==> src/isc_pkg.sv <==
/*
  Shared constants and types of the impedance sweep control block:
  register byte addresses, control fields, command codes, flag bits and state codes.
  Assumes nothing beyond a SystemVerilog compiler.
*/
`default_nettype none
package isc_pkg;

	// Register byte addresses on the serial bus
	localparam logic [7:0] ADDR_CTRL_HI   = 8'h80;
	localparam logic [7:0] ADDR_CTRL_LO   = 8'h81;
	localparam logic [7:0] ADDR_FIRST_2   = 8'h82;
	localparam logic [7:0] ADDR_FIRST_1   = 8'h83;
	localparam logic [7:0] ADDR_FIRST_0   = 8'h84;
	localparam logic [7:0] ADDR_STEP_2    = 8'h85;
	localparam logic [7:0] ADDR_STEP_1    = 8'h86;
	localparam logic [7:0] ADDR_STEP_0    = 8'h87;
	localparam logic [7:0] ADDR_PTS_HI    = 8'h88;
	localparam logic [7:0] ADDR_PTS_LO    = 8'h89;
	localparam logic [7:0] ADDR_SETTLE_HI = 8'h8A;
	localparam logic [7:0] ADDR_SETTLE_LO = 8'h8B;
	localparam logic [7:0] ADDR_FLAGS     = 8'h8F;
	localparam logic [7:0] ADDR_TEMP_HI   = 8'h92;
	localparam logic [7:0] ADDR_TEMP_LO   = 8'h93;
	localparam logic [7:0] ADDR_INPH_HI   = 8'h94;
	localparam logic [7:0] ADDR_INPH_LO   = 8'h95;
	localparam logic [7:0] ADDR_QUAD_HI   = 8'h96;
	localparam logic [7:0] ADDR_QUAD_LO   = 8'h97;

	// Control register reset value and field positions
	localparam logic [15:0] CTRL_RESET      = 16'hA000;
	localparam int          CTRL_RANGE_LSB  = 9;
	localparam int          CTRL_GAIN_BIT   = 8;
	localparam int          CTRL_SRST_BIT   = 4;
	localparam int          CTRL_EXTCLK_BIT = 3;

	// Command codes in the top control nibble
	localparam logic [3:0] CMD_INIT   = 4'h1;
	localparam logic [3:0] CMD_SWEEP  = 4'h2;
	localparam logic [3:0] CMD_INC    = 4'h3;
	localparam logic [3:0] CMD_REPEAT = 4'h4;
	localparam logic [3:0] CMD_TEMP   = 4'h9;
	localparam logic [3:0] CMD_PDOWN  = 4'hA;
	localparam logic [3:0] CMD_STBY   = 4'hB;

	// Settling multiplier field and widths
	localparam int         SETTLE_MULT_LSB = 9;
	localparam logic [1:0] MULT_X2         = 2'h1;
	localparam logic [1:0] MULT_X4         = 2'h3;
	localparam int         PTS_W           = 9;
	localparam int         SETTLE_W        = 11;
	localparam int         TEMP_W          = 14;

	// Flag register bit positions
	localparam int FLAG_TEMP = 0;
	localparam int FLAG_DATA = 1;
	localparam int FLAG_DONE = 2;

	typedef enum logic [2:0]
	{
		PWR_DOWN   = 3'b001,
		PWR_STBY   = 3'b010,
		PWR_ACTIVE = 3'b100
	} isc_power_e;

	typedef enum logic [3:0]
	{
		SW_IDLE    = 4'b0001,
		SW_HOLD    = 4'b0010,
		SW_SETTLE  = 4'b0100,
		SW_CONVERT = 4'b1000
	} isc_sweep_e;

	typedef enum logic [4:0]
	{
		BS_IDLE = 5'b00001,
		BS_RX   = 5'b00010,
		BS_ACK  = 5'b00100,
		BS_TX   = 5'b01000,
		BS_RACK = 5'b10000
	} isc_bus_e;

	// Analog front end controls
	typedef struct packed
	{
		logic [1:0] range;
		logic       gain_unity;
		logic       ext_clk;
		logic       grounded;
		logic       powered;
		logic       synth_run;
	} isc_afe_s;

endpackage
`default_nettype wire

==> src/isc_ctrl.sv <==
/*
  Impedance sweep control: two-wire serial slave, register bank, command decode,
  sweep sequencer and temperature request.
  Assumes the synthesizer pulses excitation_cycle_in once per excitation period in
  this clock domain, and that converter and sensor answer with one-cycle done pulses.
*/
`timescale 1ns/10ps
`default_nettype none
module isc_ctrl
#(
	parameter logic [6:0] DEV_ADDR = 7'h0D	// Arbitrary bus address
)
(
	input  wire logic                         clk_sys_in,
	input  wire logic                         sys_rst_in,
	input  wire logic                         scl_in,
	input  wire logic                         sda_in,
	output logic                              sda_out,
	output logic                              sda_oe_n_out,
	input  wire logic                         excitation_cycle_in,
	input  wire logic                         adc_done_in,
	input  wire logic [15:0]                  inphase_in,
	input  wire logic [15:0]                  quadrature_in,
	input  wire logic                         temp_done_in,
	input  wire logic [isc_pkg::TEMP_W-1:0]   temp_code_in,
	output logic [23:0]                       synth_freq_code_out,
	output var isc_pkg::isc_afe_s             afe_out,
	output logic                              adc_start_out,
	output logic                              temp_start_out,
	output logic                              temp_sensor_power_out
);
	import isc_pkg::*;

	// Settling target in excitation cycles
	function automatic logic [SETTLE_W-1:0] settle_target(input logic [15:0] raw);
		logic [SETTLE_W-1:0] base;
		base = {2'h0, raw[8:0]};
		unique case (raw[SETTLE_MULT_LSB+1:SETTLE_MULT_LSB])
			MULT_X2: settle_target = base << 1;
			MULT_X4: settle_target = base << 2;
			default: settle_target = base;	// Reserved code acts as times one
		endcase
	endfunction

	logic                scl_s1_reg, scl_s2_reg, scl_s3_reg;
	logic                sda_s1_reg, sda_s2_reg, sda_s3_reg;
	logic                scl_rise, scl_fall, bus_start, bus_stop;
	isc_bus_e            bus_state_reg;
	logic [3:0]          bit_cnt_reg;
	logic [1:0]          byte_num_reg;
	logic [7:0]          rx_shift_reg;
	logic [7:0]          tx_shift_reg;
	logic [7:0]          ptr_reg;
	logic                rw_reg;
	logic                drive_low_reg;
	logic [7:0]          rd_byte;
	logic                wr_en;
	logic [15:0]         ctrl_reg;
	logic [23:0]         first_reg, step_reg;
	logic [15:0]         pts_reg, settle_reg;
	logic [15:0]         temp_reg, inph_reg, quad_reg;
	logic [2:0]          flags_reg;
	logic                cmd_pulse, srst_pulse;
	logic [3:0]          cmd;
	isc_power_e          power_reg;
	isc_sweep_e          sweep_reg;
	logic [23:0]         freq_reg;
	logic [PTS_W-1:0]    idx_reg;
	logic [SETTLE_W-1:0] settle_cnt_reg;
	logic                temp_busy_reg;
	logic                adc_start_reg, temp_start_reg;
	logic                meas_go, armed_reg;

	// Two-stage synchronisers plus one history stage for edge detection
	always_ff @(posedge clk_sys_in or posedge sys_rst_in)
	begin
		if (sys_rst_in)
		begin
			scl_s1_reg <= 1'b1;
			scl_s2_reg <= 1'b1;
			scl_s3_reg <= 1'b1;
			sda_s1_reg <= 1'b1;
			sda_s2_reg <= 1'b1;
			sda_s3_reg <= 1'b1;
		end
		else
		begin
			scl_s1_reg <= scl_in;
			scl_s2_reg <= scl_s1_reg;
			scl_s3_reg <= scl_s2_reg;
			sda_s1_reg <= sda_in;
			sda_s2_reg <= sda_s1_reg;
			sda_s3_reg <= sda_s2_reg;
		end
	end

	// Bus events seen only on synchronised copies
	assign scl_rise  = scl_s2_reg & ~scl_s3_reg;
	assign scl_fall  = ~scl_s2_reg & scl_s3_reg;
	assign bus_start = scl_s2_reg & scl_s3_reg & sda_s3_reg & ~sda_s2_reg;
	assign bus_stop  = scl_s2_reg & scl_s3_reg & ~sda_s3_reg & sda_s2_reg;

	// Third and later bytes of a write are register data
	assign wr_en = (bus_state_reg == BS_RX) && scl_fall && (bit_cnt_reg == 4'h8)
		&& (byte_num_reg == 2'h2);

	// Serial slave: address, pointer, then data bytes with auto-increment
	always_ff @(posedge clk_sys_in or posedge sys_rst_in)
	begin
		if (sys_rst_in)
		begin
			bus_state_reg <= BS_IDLE;
			bit_cnt_reg   <= 4'h0;
			byte_num_reg  <= 2'h0;
			rx_shift_reg  <= 8'h00;
			tx_shift_reg  <= 8'h00;
			ptr_reg       <= 8'h00;
			rw_reg        <= 1'b0;
			drive_low_reg <= 1'b0;
		end
		else if (bus_start)
		begin
			bus_state_reg <= BS_RX;
			bit_cnt_reg   <= 4'h0;
			byte_num_reg  <= 2'h0;
			drive_low_reg <= 1'b0;
		end
		else if (bus_stop)
		begin
			bus_state_reg <= BS_IDLE;
			drive_low_reg <= 1'b0;
		end
		else
		begin
			unique case (bus_state_reg)
				BS_IDLE: ;
				BS_RX:
				begin
					if (scl_rise)
					begin
						rx_shift_reg <= {rx_shift_reg[6:0], sda_s2_reg};
						bit_cnt_reg  <= bit_cnt_reg + 4'h1;
					end
					else if (scl_fall && bit_cnt_reg == 4'h8)
					begin
						bit_cnt_reg <= 4'h0;
						if (byte_num_reg != 2'h0 || rx_shift_reg[7:1] == DEV_ADDR)
						begin
							bus_state_reg <= BS_ACK;
							drive_low_reg <= 1'b1;
						end
						else
							bus_state_reg <= BS_IDLE;	// Not our address
						if (byte_num_reg == 2'h0)
							rw_reg <= rx_shift_reg[0];
						else if (byte_num_reg == 2'h1)
							ptr_reg <= rx_shift_reg;
						else
							ptr_reg <= ptr_reg + 8'h01;	// Step past the byte just written
					end
				end
				BS_ACK:
				begin
					if (scl_fall)
					begin
						if (byte_num_reg != 2'h2)
							byte_num_reg <= byte_num_reg + 2'h1;
						if (rw_reg)
						begin
							bus_state_reg <= BS_TX;
							tx_shift_reg  <= rd_byte;
							drive_low_reg <= ~rd_byte[7];
							bit_cnt_reg   <= 4'h1;
						end
						else
						begin
							bus_state_reg <= BS_RX;
							drive_low_reg <= 1'b0;
						end
					end
				end
				BS_TX:
				begin
					if (scl_fall)
					begin
						if (bit_cnt_reg == 4'h8)
						begin
							bus_state_reg <= BS_RACK;
							drive_low_reg <= 1'b0;
							ptr_reg       <= ptr_reg + 8'h01;
						end
						else
						begin
							tx_shift_reg  <= {tx_shift_reg[6:0], 1'b0};
							drive_low_reg <= ~tx_shift_reg[6];
							bit_cnt_reg   <= bit_cnt_reg + 4'h1;
						end
					end
				end
				BS_RACK:
				begin
					// Master not-acknowledge ends the read
					if (scl_rise && sda_s2_reg)
						bus_state_reg <= BS_IDLE;
					else if (scl_fall)
					begin
						bus_state_reg <= BS_TX;
						tx_shift_reg  <= rd_byte;
						drive_low_reg <= ~rd_byte[7];
						bit_cnt_reg   <= 4'h1;
					end
				end
			endcase
		end
	end

	// Open-drain: only ever pulls low
	assign sda_out      = 1'b0;
	assign sda_oe_n_out = ~drive_low_reg;

	// Read mux; unmapped addresses read zero
	always_comb
	begin
		unique case (ptr_reg)
			ADDR_CTRL_HI:   rd_byte = ctrl_reg[15:8];
			ADDR_CTRL_LO:   rd_byte = ctrl_reg[7:0];
			ADDR_FIRST_2:   rd_byte = first_reg[23:16];
			ADDR_FIRST_1:   rd_byte = first_reg[15:8];
			ADDR_FIRST_0:   rd_byte = first_reg[7:0];
			ADDR_STEP_2:    rd_byte = step_reg[23:16];
			ADDR_STEP_1:    rd_byte = step_reg[15:8];
			ADDR_STEP_0:    rd_byte = step_reg[7:0];
			ADDR_PTS_HI:    rd_byte = pts_reg[15:8];
			ADDR_PTS_LO:    rd_byte = pts_reg[7:0];
			ADDR_SETTLE_HI: rd_byte = settle_reg[15:8];
			ADDR_SETTLE_LO: rd_byte = settle_reg[7:0];
			ADDR_FLAGS:     rd_byte = {5'h00, flags_reg};
			ADDR_TEMP_HI:   rd_byte = temp_reg[15:8];
			ADDR_TEMP_LO:   rd_byte = temp_reg[7:0];
			ADDR_INPH_HI:   rd_byte = inph_reg[15:8];
			ADDR_INPH_LO:   rd_byte = inph_reg[7:0];
			ADDR_QUAD_HI:   rd_byte = quad_reg[15:8];
			ADDR_QUAD_LO:   rd_byte = quad_reg[7:0];
			default:        rd_byte = 8'h00;
		endcase
	end

	// Command acts on any write of the upper byte; soft reset on lower byte
	assign cmd_pulse  = wr_en && (ptr_reg == ADDR_CTRL_HI);
	assign cmd        = rx_shift_reg[7:4];
	assign srst_pulse = wr_en && (ptr_reg == ADDR_CTRL_LO) && rx_shift_reg[CTRL_SRST_BIT];

	// Control register, bytes written independently
	always_ff @(posedge clk_sys_in or posedge sys_rst_in)
	begin
		if (sys_rst_in)
			ctrl_reg <= CTRL_RESET;
		else if (wr_en && ptr_reg == ADDR_CTRL_HI)
			ctrl_reg[15:8] <= rx_shift_reg;
		else if (wr_en && ptr_reg == ADDR_CTRL_LO)
			ctrl_reg[7:0] <= rx_shift_reg;
	end

	// Sweep setup registers have no reset and survive soft reset
	always_ff @(posedge clk_sys_in)
	begin
		if (wr_en)
		begin
			unique case (ptr_reg)
				ADDR_FIRST_2:   first_reg[23:16] <= rx_shift_reg;
				ADDR_FIRST_1:   first_reg[15:8]  <= rx_shift_reg;
				ADDR_FIRST_0:   first_reg[7:0]   <= rx_shift_reg;
				ADDR_STEP_2:    step_reg[23:16]  <= rx_shift_reg;
				ADDR_STEP_1:    step_reg[15:8]   <= rx_shift_reg;
				ADDR_STEP_0:    step_reg[7:0]    <= rx_shift_reg;
				ADDR_PTS_HI:    pts_reg[15:8]    <= rx_shift_reg;
				ADDR_PTS_LO:    pts_reg[7:0]     <= rx_shift_reg;
				ADDR_SETTLE_HI: settle_reg[15:8] <= rx_shift_reg;
				ADDR_SETTLE_LO: settle_reg[7:0]  <= rx_shift_reg;
				default: ;
			endcase
		end
	end

	// Power mode follows mode commands; undefined codes change nothing
	always_ff @(posedge clk_sys_in or posedge sys_rst_in)
	begin
		if (sys_rst_in)
			power_reg <= PWR_DOWN;
		else if (cmd_pulse && cmd == CMD_PDOWN)
			power_reg <= PWR_DOWN;
		else if (cmd_pulse && cmd == CMD_STBY)
			power_reg <= PWR_STBY;
		else if (cmd_pulse && cmd == CMD_INIT)
			power_reg <= PWR_ACTIVE;
	end

	// Sweep measures from hold; increment and repeat only once a sweep has begun
	assign meas_go = cmd_pulse && (sweep_reg == SW_HOLD)
		&& (cmd == CMD_SWEEP || ((cmd == CMD_INC || cmd == CMD_REPEAT) && armed_reg));

	// Armed by start sweep; init, mode change or soft reset disarm it
	always_ff @(posedge clk_sys_in or posedge sys_rst_in)
	begin
		if (sys_rst_in)
			armed_reg <= 1'b0;
		else if (srst_pulse || (cmd_pulse && (cmd == CMD_INIT || cmd == CMD_PDOWN || cmd == CMD_STBY)))
			armed_reg <= 1'b0;
		else if (meas_go && cmd == CMD_SWEEP)
			armed_reg <= 1'b1;
	end

	// Sweep sequencer
	always_ff @(posedge clk_sys_in or posedge sys_rst_in)
	begin
		if (sys_rst_in)
		begin
			sweep_reg      <= SW_IDLE;
			freq_reg       <= 24'h000000;
			idx_reg        <= '0;
			settle_cnt_reg <= '0;
			adc_start_reg  <= 1'b0;
		end
		else
		begin
			adc_start_reg <= 1'b0;
			if (srst_pulse || (cmd_pulse && (cmd == CMD_PDOWN || cmd == CMD_STBY)))
				sweep_reg <= SW_IDLE;
			else if (cmd_pulse && cmd == CMD_INIT)
			begin
				sweep_reg <= SW_HOLD;
				freq_reg  <= first_reg;
				idx_reg   <= '0;
			end
			else if (meas_go)
			begin
				sweep_reg      <= SW_SETTLE;
				settle_cnt_reg <= '0;
				// Step only while points remain, else remeasure the last one
				if (cmd == CMD_INC && idx_reg < pts_reg[PTS_W-1:0])
				begin
					freq_reg <= freq_reg + step_reg;
					idx_reg  <= idx_reg + 1'b1;
				end
			end
			else
			begin
				unique case (sweep_reg)
					SW_IDLE, SW_HOLD: ;
					SW_SETTLE:
					begin
						if (settle_cnt_reg >= settle_target(settle_reg))
						begin
							sweep_reg     <= SW_CONVERT;
							adc_start_reg <= 1'b1;
						end
						else if (excitation_cycle_in)
							settle_cnt_reg <= settle_cnt_reg + 1'b1;
					end
					SW_CONVERT:
					begin
						if (adc_done_in)
							sweep_reg <= SW_HOLD;
					end
				endcase
			end
		end
	end

	// Results are captured as the converter reports them
	always_ff @(posedge clk_sys_in or posedge sys_rst_in)
	begin
		if (sys_rst_in)
		begin
			inph_reg <= 16'h0000;
			quad_reg <= 16'h0000;
		end
		else if (sweep_reg == SW_CONVERT && adc_done_in)
		begin
			inph_reg <= inphase_in;
			quad_reg <= quadrature_in;
		end
	end

	// Temperature request runs beside the sweep in any power mode
	always_ff @(posedge clk_sys_in or posedge sys_rst_in)
	begin
		if (sys_rst_in)
		begin
			temp_busy_reg  <= 1'b0;
			temp_start_reg <= 1'b0;
			temp_reg       <= 16'h0000;
		end
		else
		begin
			temp_start_reg <= cmd_pulse && cmd == CMD_TEMP && !temp_busy_reg;
			if (cmd_pulse && cmd == CMD_TEMP)
				temp_busy_reg <= 1'b1;
			else if (temp_done_in && temp_busy_reg)
			begin
				temp_busy_reg <= 1'b0;
				temp_reg      <= {{(16-TEMP_W){temp_code_in[TEMP_W-1]}}, temp_code_in};
			end
		end
	end

	// Flags: clears first, so a same-cycle set wins
	always_ff @(posedge clk_sys_in or posedge sys_rst_in)
	begin
		if (sys_rst_in)
			flags_reg <= 3'h0;
		else
		begin
			if (srst_pulse || meas_go)
				flags_reg[FLAG_DATA] <= 1'b0;
			if (srst_pulse || (meas_go && cmd == CMD_SWEEP))
				flags_reg[FLAG_DONE] <= 1'b0;
			if (cmd_pulse && cmd == CMD_TEMP)
				flags_reg[FLAG_TEMP] <= 1'b0;
			if (sweep_reg == SW_CONVERT && adc_done_in)
			begin
				flags_reg[FLAG_DATA] <= 1'b1;
				if (idx_reg >= pts_reg[PTS_W-1:0])
					flags_reg[FLAG_DONE] <= 1'b1;
			end
			if (temp_done_in && temp_busy_reg)
				flags_reg[FLAG_TEMP] <= 1'b1;
		end
	end

	// Front end controls; bit 11 and reserved bits drive nothing
	always_ff @(posedge clk_sys_in or posedge sys_rst_in)
	begin
		if (sys_rst_in)
			afe_out <= '{range: 2'h0, gain_unity: 1'b0, ext_clk: 1'b0,
				grounded: 1'b1, powered: 1'b0, synth_run: 1'b0};
		else
		begin
			afe_out.range      <= ctrl_reg[CTRL_RANGE_LSB+1:CTRL_RANGE_LSB];
			afe_out.gain_unity <= ctrl_reg[CTRL_GAIN_BIT];
			afe_out.ext_clk    <= ctrl_reg[CTRL_EXTCLK_BIT];
			afe_out.grounded   <= (power_reg != PWR_ACTIVE);
			afe_out.powered    <= (power_reg != PWR_DOWN);
			afe_out.synth_run  <= (power_reg == PWR_ACTIVE) && (sweep_reg != SW_IDLE);
		end
	end

	// Frequency code goes to the synthesizer unchanged
	assign synth_freq_code_out   = freq_reg;
	assign adc_start_out         = adc_start_reg;
	assign temp_start_out        = temp_start_reg;
	assign temp_sensor_power_out = temp_busy_reg;

endmodule
`default_nettype wire

==> config.mk <==
export PLATFORM = sky130hd
export DESIGN_NAME = isc_ctrl
export DESIGN_NICKNAME = d
export VERILOG_FILES = /design/src/isc_pkg.sv /design/src/isc_ctrl.sv
export SDC_FILE = /design/constraint.sdc
export NUM_CORES = 1
export LEC_CHECK = 0
export ABC_AREA = 1
export BUFFER_PORTS_ARGS = -buffer_cell sky130_fd_sc_hd__buf_2
export CAP_MARGIN = 20
export CORE_UTILIZATION = 44
export DETAILED_ROUTE_END_ITERATION = 8
export PLACE_DENSITY = 0.63
export SLEW_MARGIN = 20
export SYNTH_ARGS = -nofsm -noshare
export SYNTH_HDL_FRONTEND = slang
export SYNTH_SLANG_ARGS = --single-unit
==> constraint.sdc <==
create_clock -name clk_sys_in -period 6.03 [get_ports clk_sys_in]
set_clock_uncertainty 0.1 [all_clocks]
set_input_delay 0.3015 -clock clk_sys_in [delete_from_list [all_inputs] [get_ports clk_sys_in]]
set_output_delay 0.3015 -clock clk_sys_in [all_outputs]
set_load 0.01 [all_outputs]
-- Yosys cells after proc, flatten, opt, wreduce, memory -nomap -nowiden
Index checks and enable logic that the tools add are counted.
- $lt $le $gt $ge: 3
- divide/modulo/power cells: 0
- multipliers: 0
- reductions and logical operators: 75
- $add $sub $neg: 6
- shift-type cells: 0
- bitwise operators: 21
- equality and inequality tests: 74
- multiplexer cells: 94
- operators with widths (cell ; number):
    8-bit == test (second input constant) ; 19
    8-bit case mux with 19 select lines ; 1
    11-bit two-way mux ; 8
    24-bit two-way mux ; 3
    4-bit two-way mux ; 16
    8-bit two-way mux ; 6
    5-bit two-way mux ; 9
    7-bit two-way mux ; 6
    9-bit two-way mux ; 3
    1-bit two-way mux ; 25
    24-bit adder ; 1
    2-bit inequality test (second input constant) ; 12
    4-bit inequality test (second input constant) ; 6
    2-bit AND reduction ; 12
    2-bit nonzero test ; 12
    1-bit logical AND ; 23
    11-bit case mux with 2 select lines ; 1
    3-bit inequality test (second input constant) ; 7
    7-bit case mux with 3 select lines ; 1
    4-bit == test (second input constant) ; 5
    5-bit case mux with 4 select lines ; 1
    9-bit AND reduction ; 2
    4-bit case mux with 4 select lines ; 1
    8-bit case mux with 2 select lines ; 1
    42 further kinds ; 92
- bits in writable memories: 0
- bits in read-only memories: 0
- bits in registers: 249
- logic and storage cells: 320
- output and inout bits: 36
- memories kept: 0
- input port bits: 53
- latch bits: 0

-- Logic depth before layout (Yosys ltp)
Gate-level depths: netlist (run 1).
- word-level depth: 17
- mapped depth: 18
- mapped depth without buffers: 17

-- Worst setup path after synthesis (run 1)
Ideal clock, no wire load.
- kind: register -> register
- start point: reg settle_reg[9]
- end point: reg settle_cnt_reg[2]
- slack: 3.495 ns
- period minus slack after synthesis: 2.535 ns
- stages on the path, launching flop included: 19
- data arrival time: 2.318 ns
- required time: 5.813 ns
- path buffers: 2
- library setup time: 0.117 ns
- path through: edfxtp_1 -> clkbuf_1 -> nand2_1 -> inv_1 -> nand2_1 -> o21ai_0 -> inv_1 -> ha_1 -> nand2_1 -> nor2_1 -> nand2_1 -> nor2_1 -> nor2_1 -> nand3_1 -> o21ai_2 -> nand3_2 -> buf_2 -> nand2_1 -> nand2_1
- cells in the longest elaborated chain, start to end: 9
- elaborated cells on any way between the ends: 10
- those cells by class: 1 x order compare; 3 x eq/ne; 5 x mux; 1 x reduce/logical
- ends and longest elaborated chain (what ; RTL line ; source):
    from (decl) ; isc_ctrl.sv:60 ; logic [15:0] pts_reg, settle_reg;
    from (signal assigned) ; isc_ctrl.sv:278 ; ADDR_SETTLE_HI: settle_reg[15:8] <= rx_shift_reg;
    2-bit == test or 2-bit by 1-bit == test with 1-bit output (tied branches) ; isc_ctrl.sv:38 ; unique case (raw[SETTLE_MULT_LSB+1:SETTLE_MULT_LSB])
    11-bit case mux with 2 select lines * ; isc_ctrl.sv:38 ;
    11-bit two-way mux * ; isc_ctrl.sv:348 ; unique case (sweep_reg)
    11-bit two-way mux * ; isc_ctrl.sv:335 ; else if (meas_go)
    11-bit two-way mux * ; isc_ctrl.sv:329 ; else if (cmd_pulse && cmd == CMD_INIT)
    11-bit two-way mux * ; isc_ctrl.sv:327 ; if (srst_pulse || (cmd_pulse && (cmd == CMD_PDOWN || cmd == CMD_STBY)))
    11-bit >= comparator * ; isc_ctrl.sv:352 ; if (settle_cnt_reg >= settle_target(settle_reg))
    2-bit inequality test (no source line) * ; - ;
    5-bit AND reduction (no source line) * ; - ;
    to (signal assigned) ; isc_ctrl.sv:358 ; settle_cnt_reg <= settle_cnt_reg + 1'b1;
    to (decl) ; isc_ctrl.sv:69 ; logic [SETTLE_W-1:0] settle_cnt_reg;
Every way passes the cells marked *; elsewhere a longest branch is shown, timed or not. The select of a mux whose other input is x is not followed.
A chain may end at the register's enable or synchronous reset.

-- Worst setup path in the final report (run 1)
- start point: reg bit_cnt_reg[0]
- end point: reg freq_reg[3], in the netlist synth_freq_code_out[3]
- cells in the longest elaborated chain, start to end: 8
- elaborated cells on any way between the ends: 16
- those cells by class: 1 x eq/ne; 1 x mux; 1 x bitwise; 13 x reduce/logical
- ends and longest elaborated chain (what ; RTL line ; source):
    from (decl) ; isc_ctrl.sv:49 ; logic [3:0] bit_cnt_reg;
    from (signal assigned) ; isc_ctrl.sv:142 ; bit_cnt_reg <= bit_cnt_reg + 4'h1;
    from (signal assigned) ; isc_ctrl.sv:196 ; bit_cnt_reg <= bit_cnt_reg + 4'h1;
    4-bit == test * ; isc_ctrl.sv:104 ; assign wr_en = (bus_state_reg == BS_RX) && scl_fall && (bit_cnt_reg == 4'h8)
    1-bit logical AND * ; isc_ctrl.sv:104 ;
    1-bit logical AND * ; isc_ctrl.sv:105 ; && (byte_num_reg == 2'h2);
    1-bit logical AND, on equally long branches ; isc_ctrl.sv:249, isc_ctrl.sv:251 ;
    1-bit logical AND, on equally long branches ; isc_ctrl.sv:299, isc_ctrl.sv:251, isc_ctrl.sv:327 ;
    1-bit logical AND or 1-bit logical OR (tied branches) ; isc_ctrl.sv:300, isc_ctrl.sv:327 ;
    2-bit nonzero test (no source line) or 1-bit NOT (tied branches) ; - ;
    3-bit AND reduction (no source line) ; - ;
    to (signal assigned) ; isc_ctrl.sv:332 ; freq_reg <= first_reg;
    to (signal assigned) ; isc_ctrl.sv:342 ; freq_reg <= freq_reg + step_reg;
    to (decl) ; isc_ctrl.sv:67 ; logic [23:0] freq_reg;
Every way passes the cells marked *; elsewhere a longest branch is shown, timed or not.

==> results.sh, run 1 <==
export IMPL_hold_path_end="settle_cnt_reg[0]"
export IMPL_dieHeight_um=183.2
export IMPL_max_slew_margin_rel=0.2970
export IMPL_ys_seq_area_frac=0.4602
export IMPL_drv_cap=0
export IMPL_grt_pass1_vias=12490
export IMPL_slowest_stage="nand3_1"
export IMPL_fin_cells=2446
export IMPL_tritoncts="yes"
export IMPL_portBuffers=87
export IMPL_setup_viol=0
export IMPL_drtIter0Drc=1190
export IMPL_clockRootBuffer="clkbuf_16"
export IMPL_status="finished clean"
export IMPL_post_route_period_util=0.5934
export IMPL_nFillCells=2991
export IMPL_ir_drop_mv=0.2337
export IMPL_reg2reg_from="bit_cnt_reg[0]"
export IMPL_grt_overflow_total=0
export IMPL_die_area_mm2=0.03355
export IMPL_crit_path_end_kind="flip-flop"
export IMPL_syn_inst=1856
export IMPL_synth_edf_count=80
export IMPL_fmax_mhz=279.5
export IMPL_via_per_inst=5.287
export IMPL_drc=0
export IMPL_cpLargestDelayFamily="simple AND/OR/NAND/NOR gates"
export IMPL_antenna_left=0
export IMPL_setup_ws_ns=2.452
export IMPL_vias=12930
export IMPL_rsz0062_at_grt="false"
export IMPL_synthToLayoutAreaGrowth_pct=16.89
export IMPL_critical_path_depth=11
export IMPL_synthArstFlopShare=0.6787
export IMPL_wl_per_cell_um=18.12
export IMPL_max_stage_delay_ns=0.54
export IMPL_reg2reg_to="synth_freq_code_out[3]"
export IMPL_dp_hpwl_um=32650
export IMPL_grt_use_total=0.2680
export IMPL_whs_ns=0.08527
export IMPL_io_pins=89
export IMPL_antenna_found_initial=1
export IMPL_yosys_most_used_dff="dfrtp_1"
export IMPL_drive_gt1_frac=0.1119
export IMPL_clk_insertion_delay_late_ns=0.58
export IMPL_grt_max_degree=85
export IMPL_path_clk_slew_ns=0.06
export IMPL_finalCriticalPeriod_ns=3.578
export IMPL_grt_pass1_wl_um=69200
export IMPL_pre_cts_ws_ns=2.552
export IMPL_cts_buffers=29
export IMPL_rows=65
export IMPL_p_leak_nw=8.461
export IMPL_critPathBufInv=1
export IMPL_htree_levels=1
export IMPL_tightest_slew_ns=1.052
export IMPL_final_cell_mix="nand2_1, inv_1, nand3_1"
export IMPL_worstPathCellList="inv_1 > ha_1 > nand3_1 > nor2_1 > nand3_1 > nor2_2 > nand2_2 > nand2_2 > nand3_2 > nand2_1 > o21ai_1"
export IMPL_finalNetCount=2096
export IMPL_die_width_um=183.2
export IMPL_synth_ff_latch_count=249
export IMPL_wirelength_um=44330
export IMPL_clockBufferDepth=3
export IMPL_gp_congestion=0.9320
export IMPL_ff2ff_path_depth=11
export IMPL_synth_area_mm2=0.01444
export IMPL_critical_path_class="reg2reg"
export IMPL_coreArea_mm2=0.03196
export IMPL_final_area_mm2=0.01688
export IMPL_required_ns=6.36
export IMPL_dp_cells=2342
export IMPL_syn_area_per_cell_um2=7.782
export IMPL_clock_sinks=249
export IMPL_maxSlewViolCount=0
export IMPL_syn_nets=1964
export IMPL_crit_fanout=32
export IMPL_finalHoldViolCount=0
export IMPL_initial_core_util=0.4519
export IMPL_powerDensity_mw_per_mm2=267.8
export IMPL_min_from="excitation_cycle_in"
export IMPL_start_kind="flip-flop"
export IMPL_dpl_cell_area_mm2=0.01530
export IMPL_final_common_cell="nand2_1"
export IMPL_setup_tns_ns=0
export IMPL_hold_class="in2reg"
export IMPL_hold_depth=5
export IMPL_ys_warn_count=0
export IMPL_synth_distinct_cells=50
export IMPL_critPathArrivalTime_ns=3.91
export IMPL_r2r_slack_ns=2.45
export IMPL_first_pass_iters=5
[what timing repair did]
action,4_1_cts,5_1_grt
hold buffers,50,0
buffers inserted,0,0
resized for setup,0,0
endpoints found under the hold margin,125,0
[how the worst max path moves through the flow]
stage / start / endpoint / slack, ns
after detailed placement: bit_cnt_reg[0] / synth_freq_code_out[2] / 2.55
after floorplan: sys_rst_in / adc_start_out / 1.07
after global routing: bit_cnt_reg[0] / synth_freq_code_out[2] / 2.11
after CTS: bit_cnt_reg[0] / synth_freq_code_out[2] / 2.52
after global placement: bit_cnt_reg[0] / synth_freq_code_out[4] / 2.67
final: bit_cnt_reg[0] / synth_freq_code_out[3] / 2.45
[power by group]
part / internal [W] / total (W) / switching, W
Sequential: 0.00185 / 0.00194 / 0.0000945
Combinational: 0.000184 / 0.000597 / 0.000413
Clock: 0.00123 / 0.00198 / 0.000750
[cell usage after synthesis, drive strengths merged, types with 26 or more instances]
cell type  instances  area, um2
ha                54      675.7
buf               26      143.9
nand2            570       2160
edfxtp            80       2402
inv              228      855.8
dfrtp            157       3929
nand4             41      277.8
nand3            204       1036
a21oi             43      226.5
mux2              30      337.8
nor2             197      803.3
o21ai            102      514.2
[metal layers]
layer  wire length, um  GRT usage  vias to the layer above
met1             19270     0.3637                     6058
met5                 0          0                        -
met3              3535    0.04666                       93
li1                  -          -                     6314
met4              1512    0.09233                        0
met2             20000     0.4319                      466
[logic make-up after synthesis]
kind of cell | count (synthesis) | synth area share
AOI/OAI and AO/OA | 179 | 0.06853
xor gates and xnor gates | 28 | 0.01698
adders and majority gates | 55 | 0.04817
buffers and inverters | 274 | 0.07442
DFF | 249 | 0.4602
muxes | 30 | 0.02339
other | 1 | 0.0002596
and+or+nand+nor | 1040 | 0.3081
[layout make-up]
type | count | area [um2] | area share
Clock buffer | 38 | 832.0 | 0.04928
Timing Repair Buffer | 147 | 1011 | 0.05988
Tap cell | 435 | 544.3 | 0.03224
Antenna cell | 1 | 2.502 | 0.0001482
Inverter | 228 | 860.8 | 0.05099
Clock inverter | 15 | 249.0 | 0.01475
Sequential cell | 249 | 6646 | 0.3937
Multi-Input combinational cell | 1333 | 6736 | 0.3990
[worst reg2reg max path: cells and delay by family, from the launching register on]
family	cells	cell delay, ns
adder cells (fa/ha/maj)	1	0.17
AND/OR/NAND/NOR	8	2.59
buffers and inverters	1	0.10
AO/OA/AOI/OAI	1	0.08
flip-flops	1	0.40
[metrics by stage]
stage,utilization,total power [W]
final,0.5282,0.004522
after global routing,0.5281,0.004705
after CTS,0.5281,0.004535
after detailed placement,0.4786,0.002533
after global placement,0.4786,0.002524
after floorplan,-,0.002340
Power figures use the tool's default switching activity.
==> run 2: changes to the inputs <==
--- a/config.mk
+++ b/config.mk
@@ -5,12 +5,12 @@
 export SDC_FILE = /design/constraint.sdc
 export NUM_CORES = 1
 export LEC_CHECK = 0
-export ABC_AREA = 1
+export ABC_AREA = 0
 export BUFFER_PORTS_ARGS = -buffer_cell sky130_fd_sc_hd__buf_2
 export CAP_MARGIN = 20
 export CORE_UTILIZATION = 44
 export DETAILED_ROUTE_END_ITERATION = 8
-export PLACE_DENSITY = 0.63
+export PLACE_DENSITY = 0.65
 export SLEW_MARGIN = 20
 export SYNTH_ARGS = -nofsm -noshare
 export SYNTH_HDL_FRONTEND = slang
==> constraint.sdc (replaced) <==
create_clock -name clk_sys_in -period 3.2 [get_ports clk_sys_in]
set_clock_uncertainty 0.1 [all_clocks]
set_input_delay 0.16 -clock clk_sys_in [delete_from_list [all_inputs] [get_ports clk_sys_in]]
set_output_delay 0.16 -clock clk_sys_in [all_outputs]
set_load 0.01 [all_outputs]
==> run 2 against run 1 <==
Die area is 9.0% lower. Critical path type unchanged. Sequential power is 96% higher. The run now ends with DRC left. Largest cell class is now sequential cells. First-iteration DRC count is 12% lower. Design area is 6.6% lower.
==> results.sh, run 2 <==
export IMPL_hold_path_end="sweep_reg[3]"
export IMPL_die_width_um=174.7
export IMPL_tritoncts="yes"
export IMPL_grt_pass1_vias=10520
export IMPL_reg2reg_from="settle_reg[10]"
export IMPL_setup_ws_ns=0.1988
export IMPL_required_ns=3.51
export IMPL_worstPathCellList="mux2i_1 > nand2_1 > o21ai_0 > ha_1 > a21oi_1 > nor2b_1 > o21ai_0 > o211a_1 > o211ai_1 > buf_4 > a2111oi_0 > xnor2_1 > nor2_1"
export IMPL_final_common_cell="dfrtp_1"
export IMPL_finalNetCount=1517
export IMPL_clockBufferDepth=3
export IMPL_antenna_left=0
export IMPL_utilization=0.5437
export IMPL_finalHoldViolCount=0
export IMPL_syn_inst=1243
export IMPL_min_from="adc_done_in"
export IMPL_max_stage_delay_ns=0.51
export IMPL_rows=62
export IMPL_violations="DRC"
export IMPL_portBuffers=87
export IMPL_powerDensity_mw_per_mm2=489.0
export IMPL_grt_pass1_wl_um=60670
export IMPL_rsz0062_at_grt="false"
export IMPL_ff2ff_path_depth=13
export IMPL_grt_max_degree=50
export IMPL_synth_area_top_cells="dfrtp_1, edfxtp_1, mux2_2"
export IMPL_synth_area_mm2=0.01313
export IMPL_critPathArrivalTime_ns=3.32
export IMPL_vias=10740
export IMPL_first_pass_iters=9
export IMPL_multiInputGateArea_mm2=0.006068
export IMPL_path_clk_slew_ns=0.06
export IMPL_cpLargestDelayFamily="compound AO/OA/AOI/OAI gates"
export IMPL_clockRootBuffer="clkbuf_16"
export IMPL_hold_depth=5
export IMPL_synth_edf_count=80
export IMPL_syn_area_per_cell_um2=10.56
export IMPL_reg2reg_to="settle_cnt_reg[3]"
export IMPL_drv_cap=0
export IMPL_synth_ff_latch_count=249
export IMPL_setup_tns_ns=0
export IMPL_critical_path_class="reg2reg"
export IMPL_status="finished, violations left"
export IMPL_p_leak_nw=6.754
export IMPL_ys_warn_count=0
export IMPL_clk_insertion_delay_late_ns=0.55
export IMPL_via_per_inst=5.916
export IMPL_ys_seq_area_frac=0.5064
export IMPL_ir_drop_mv=0.5463
export IMPL_final_cell_mix="dfrtp_1, nand2_1, buf_2"
export IMPL_synthToLayoutAreaGrowth_pct=20.18
export IMPL_wl_per_cell_um=21.49
export IMPL_grt_use_total=0.2556
export IMPL_post_route_period_util=0.9379
export IMPL_maxSlewViolCount=0
export IMPL_r2r_slack_ns=0.20
export IMPL_setup_viol=0
export IMPL_fmax_mhz=333.2
export IMPL_grt_overflow_total=0
export IMPL_max_slew_margin_rel=0.4728
export IMPL_dieHeight_um=174.7
export IMPL_synth_top_area_frac=0.2993
export IMPL_critPathBufInv=1
export IMPL_cp_common_cell="o21ai_0"
export IMPL_hold_class="in2reg"
export IMPL_antenna_found_initial=1
export IMPL_slowest_stage="edfxtp_1"
export IMPL_synth_distinct_cells=81
export IMPL_synth_most_common_cell="dfrtp_1"
export IMPL_cts_buffers=28
export IMPL_syn_nets=1351
export IMPL_drive_gt1_frac=0.2075
export IMPL_crit_path_end_kind="flip-flop"
export IMPL_wirelength_um=39000
export IMPL_finalCriticalPeriod_ns=3.001
export IMPL_clock_sinks=249
export IMPL_start_kind="flip-flop"
export IMPL_yosysTopAreaCell="dfrtp_1"
export IMPL_tightest_slew_ns=0.7908
export IMPL_coreArea_mm2=0.02901
export IMPL_synthArstFlopShare=0.6787
export IMPL_drc=5
export IMPL_diodes=0
export IMPL_dp_hpwl_um=27830
export IMPL_htree_levels=1
export IMPL_crit_fanout=9
export IMPL_yosys_most_used_dff="dfrtp_1"
export IMPL_nFillCells=2539
export IMPL_gp_congestion=0.9244
export IMPL_seq_area_mm2=0.006646
export IMPL_yosys_top_cells_count="dfrtp_1, nand2_1, nor2_1"
export IMPL_die_area_mm2=0.03052
export IMPL_pre_cts_ws_ns=0.04153
export IMPL_whs_ns=0.07461
export IMPL_initial_core_util=0.4524
export IMPL_drtIter0Drc=1047
export IMPL_io_pins=89
[run 2: cell families (layout without fill, tap and decap cells)]
group / count (synthesis) / in the layout / synth area share
multiplexers: 91 / 91 / 0.07626
flip-flops: 249 / 249 / 0.5064
adder cells (fa/ha/maj): 55 / 55 / 0.05300
AO/OA/AOI/OAI: 306 / 306 / 0.1523
buffers and inverters: 102 / 290 / 0.03203
AND/OR/NAND/NOR: 407 / 407 / 0.1583
other: 1 / 1 / 0.0002857
XOR/XNOR: 32 / 32 / 0.02135
[run 2: worst max path at each step]
stage,from,to,slack [ns],depth (start not counted)
3_3_place_gp,ptr_reg[0],idx_reg[6],0.06,10
4_1_cts,ptr_reg[1],idx_reg[7],0.002,10
2_1_floorplan,settle_reg[10],settle_cnt_reg[6],0.23,10
6_report,settle_reg[10],settle_cnt_reg[3],0.20,13
3_5_place_dp,ptr_reg[0],idx_reg[7],0.04,10
5_1_grt,settle_reg[10],settle_cnt_reg[3],0.0008,14
[run 2: area by class of cell]
| class | count | area share |
|---|---|---|
| Clock buffer | 32 | 0.04537 |
| Clock inverter | 20 | 0.01578 |
| Inverter | 42 | 0.01023 |
| Multi-Input combinational cell | 892 | 0.3847 |
| Sequential cell | 249 | 0.4214 |
| Tap cell | 384 | 0.03046 |
| Timing Repair Buffer | 196 | 0.09209 |
[run 2: per-layer routing]
metal | part of all wire | wire, um | up-vias | track usage
met3 | 0.082 | 3197 | 80 | 0.04634
li1 | - | - | 4943 | -
met5 | 0 | 0 | - | 0
met1 | 0.43 | 16640 | 5235 | 0.3543
met2 | 0.46 | 17970 | 479 | 0.4072
met4 | 0.031 | 1197 | 0 | 0.07899
[run 2: power breakdown]
part	internal [W]	total [W]	switching (W)
Combinational	0.000323	0.000538	0.000216
Clock	0.00202	0.00336	0.00135
Sequential	0.00357	0.00381	0.000239
Total	0.00591	0.00771	0.00180
[run 2: per-stage QoR]
stage / instance area, um2 / instances / total power, W
after global routing: 15770 / 1815 / 0.007965
after detailed placement: 14230 / 1707 / 0.004331
after CTS: 15700 / 1809 / 0.007732
after floorplan: 13130 / 1243 / 0.004126
final: 15770 / 1815 / 0.007713
after global placement: 14230 / 1707 / 0.004303
[run 2: worst min-delay path: cells and delay by family]
kind                   cells  cell delay, ns
and+or+nand+nor            2            0.20
AOI/OAI and AO/OA          2            0.23
buffers and inverters      1            0.10
[run 2: repair_timing]
action                                  CTS  global route
buffers inserted                          0             5
gates resized for setup                   0             6
endpoints found under the setup margin    0            55
hold endpoints to repair                 87             0
hold buffers                             50             0
==> run 3: changes to the inputs <==
--- a/config.mk
+++ b/config.mk
@@ -7,10 +7,11 @@
 export LEC_CHECK = 0
 export ABC_AREA = 0
 export BUFFER_PORTS_ARGS = -buffer_cell sky130_fd_sc_hd__buf_2
-export CAP_MARGIN = 20
-export CORE_UTILIZATION = 44
+export CELL_PAD_IN_SITES_DETAIL_PLACEMENT = 1
+export CELL_PAD_IN_SITES_GLOBAL_PLACEMENT = 2
+export CORE_UTILIZATION = 36
 export DETAILED_ROUTE_END_ITERATION = 8
-export PLACE_DENSITY = 0.65
+export PLACE_DENSITY_LB_ADDON = 0.05
 export SLEW_MARGIN = 20
 export SYNTH_ARGS = -nofsm -noshare
 export SYNTH_HDL_FRONTEND = slang
==> run 3 against run 2 <==
The flow still finishes with violations (DRC). Register-to-register slack worse by 0.06 ns. Combinational power up 9.7%. Flip-flop and latch count unchanged. Die area up 22%. Wire length up 17%. Power up 0.47%. Worst setup slack worse by 0.057 ns. Design area up 1.9%. Count of clock-buffer cells in the layout up 12. Largest cell class unchanged.
==> results.sh, run 3 (same netlist as run 2, synthesis figures left out) <==
export IMPL_powerDensity_mw_per_mm2=482.0
export IMPL_portBuffers=87
export IMPL_grt_pass1_vias=11280
export IMPL_critical_path_depth=11
export IMPL_ff2ff_path_depth=11
export IMPL_required_ns=3.58
export IMPL_p_int_w=0.005949
export IMPL_htree_levels=1
export IMPL_nFillCells=3982
export IMPL_antenna_left=0
export IMPL_rows=69
export IMPL_clockRootBuffer="clkbuf_16"
export IMPL_via_per_inst=5.562
export IMPL_clockBufferDepth=3
export IMPL_critPathBufInv=3
export IMPL_critical_path_class="reg2reg"
export IMPL_dpl_cell_area_mm2=0.01452
export IMPL_whs_ns=0.03348
export IMPL_grt_use_total=0.2514
export IMPL_finalPower_w=0.007749
export IMPL_slowest_stage="or4_1"
export IMPL_diodes=0
export IMPL_ir_drop_mv=0.3637
export IMPL_drtIter0Drc=603
export IMPL_power_share_switching=0.2323
export IMPL_seqPwrFrac=0.485
export IMPL_wirelength_um=45520
export IMPL_max_stage_delay_ns=0.49
export IMPL_p_sw_w=0.001800
export IMPL_start_kind="flip-flop"
export IMPL_status="finished, violations left"
export IMPL_tightest_slew_ns=0.8725
export IMPL_final_area_mm2=0.01608
export IMPL_first_pass_iters=7
export IMPL_initial_core_util=0.3672
export IMPL_critPathArrivalTime_ns=3.44
export IMPL_dp_cells=1811
export IMPL_maxSlewViolCount=0
export IMPL_drc=14
export IMPL_grt_pass1_wl_um=70380
export IMPL_fmax_mhz=327.0
export IMPL_crit_path_end_kind="flip-flop"
export IMPL_post_route_period_util=0.9556
export IMPL_finalNetCount=1546
export IMPL_tritoncts="yes"
export IMPL_setup_viol=0
export IMPL_wl_per_cell_um=23.70
export IMPL_die_area_mm2=0.03723
export IMPL_rsz0062_at_grt="true"
export IMPL_clockPowerShare=0.439
export IMPL_path_clk_slew_ns=0.06
export IMPL_max_slew_margin_rel=0.4184
export IMPL_dieHeight_um=192.9
export IMPL_vias=10690
export IMPL_io_pins=89
export IMPL_hold_depth=4
export IMPL_finalHoldViolCount=0
export IMPL_utilization=0.4498
export IMPL_drv_cap=0
export IMPL_violations="DRC"
export IMPL_grt_overflow_total=0
export IMPL_grt_max_degree=60
export IMPL_cpLargestDelayFamily="simple AND/OR/NAND/NOR gates"
export IMPL_final_common_cell="dfrtp_1"
export IMPL_finalCriticalPeriod_ns=3.058
export IMPL_hold_class="in2reg"
export IMPL_synthToLayoutAreaGrowth_pct=22.48
export IMPL_final_cell_mix="dfrtp_1, nand2_1, buf_2"
export IMPL_coreArea_mm2=0.03574
export IMPL_crit_fanout=8
export IMPL_die_width_um=192.9
export IMPL_combPwrFrac=0.076
export IMPL_worstPathCellList="inv_1 > ha_1 > and3b_1 > and4_1 > nand3_2 > or4_1 > buf_4 > nand2b_1 > nor2_1 > buf_4 > a21oi_1"
export IMPL_cts_buffers=29
export IMPL_p_leak_nw=6.929
export IMPL_antenna_found_initial=0
export IMPL_clock_sinks=249
export IMPL_clk_insertion_delay_late_ns=0.56
export IMPL_drive_gt1_frac=0.2267
export IMPL_dp_hpwl_um=33610
export IMPL_fin_cells=1921
export IMPL_gp_congestion=0.8763
export IMPL_cp_common_cell="buf_4"
run 3: path summary, 6_finish.rpt:
kind                                start                endpoint  slack (ns)
setup / recovery           bit_cnt_reg[0]       settle_cnt_reg[7]        0.14
hold / removal                adc_done_in           adc_start_out        0.03
setup reg to reg           bit_cnt_reg[0]       settle_cnt_reg[7]        0.14
hold reg to reg                sda_s1_reg              sda_s2_reg        0.26
max in group asynchronous      sys_rst_in  synth_freq_code_out[2]        1.41
min in group asynchronous      sys_rst_in             inph_reg[0]        0.52
run 3: power by group through the flow:
stage | registers, W | clock network (W) | logic [W]
final | 0.00376 | 0.00340 | 0.000590
after CTS | 0.00376 | 0.00347 | 0.000595
after detailed placement | 0.00382 | 0 | 0.000546
after global placement | 0.00381 | 0 | 0.000532
after floorplan | 0.00376 | 0 | 0.000370
after global routing | 0.00380 | 0.00359 | 0.000652
run 3: final cells by class:
type	count	area [um2]	share of cell area
sequential	249	6646	0.4134
multi-input combinational	892	6085	0.3785
timing repair buffer	224	1629	0.1013
clock inverter	9	100.1	0.006227
tap	461	576.8	0.03588
inverter	42	161.4	0.01004
clock buffer	44	877.1	0.05456
run 3: repair_timing:
item / CTS / global route
resized for setup: 0 / 8
setup buffers: 0 / 6
hold endpoints to repair: 207 / 0
setup endpoints to repair: 0 / 12
hold buffers: 51 / 0
run 3: tightest hold or removal path, cell delays in order:
cell	delay, ns
buf_2	0.08
nand2b_1	0.10
a21oi_1	0.13
nor3_1	0.17
run 3: per-stage QoR:
stage	setup WS, ns	TNS [ns]
after global placement	0.1256	0
after floorplan	0.2278	0
after global routing	-0.1054	-0.1545
after CTS	0.1036	0
after detailed placement	0.09654	0
final	0.1420	0
run 3: routing by layer:
layer / GRT usage / vias up / part of all wire
li1: - / 5004 / -
met3: 0.02878 / 56 / 0.043
met4: 0.05799 / 0 / 0.021
met2: 0.4205 / 238 / 0.48
met5: 0 / - / 0
met1: 0.3483 / 5387 / 0.46
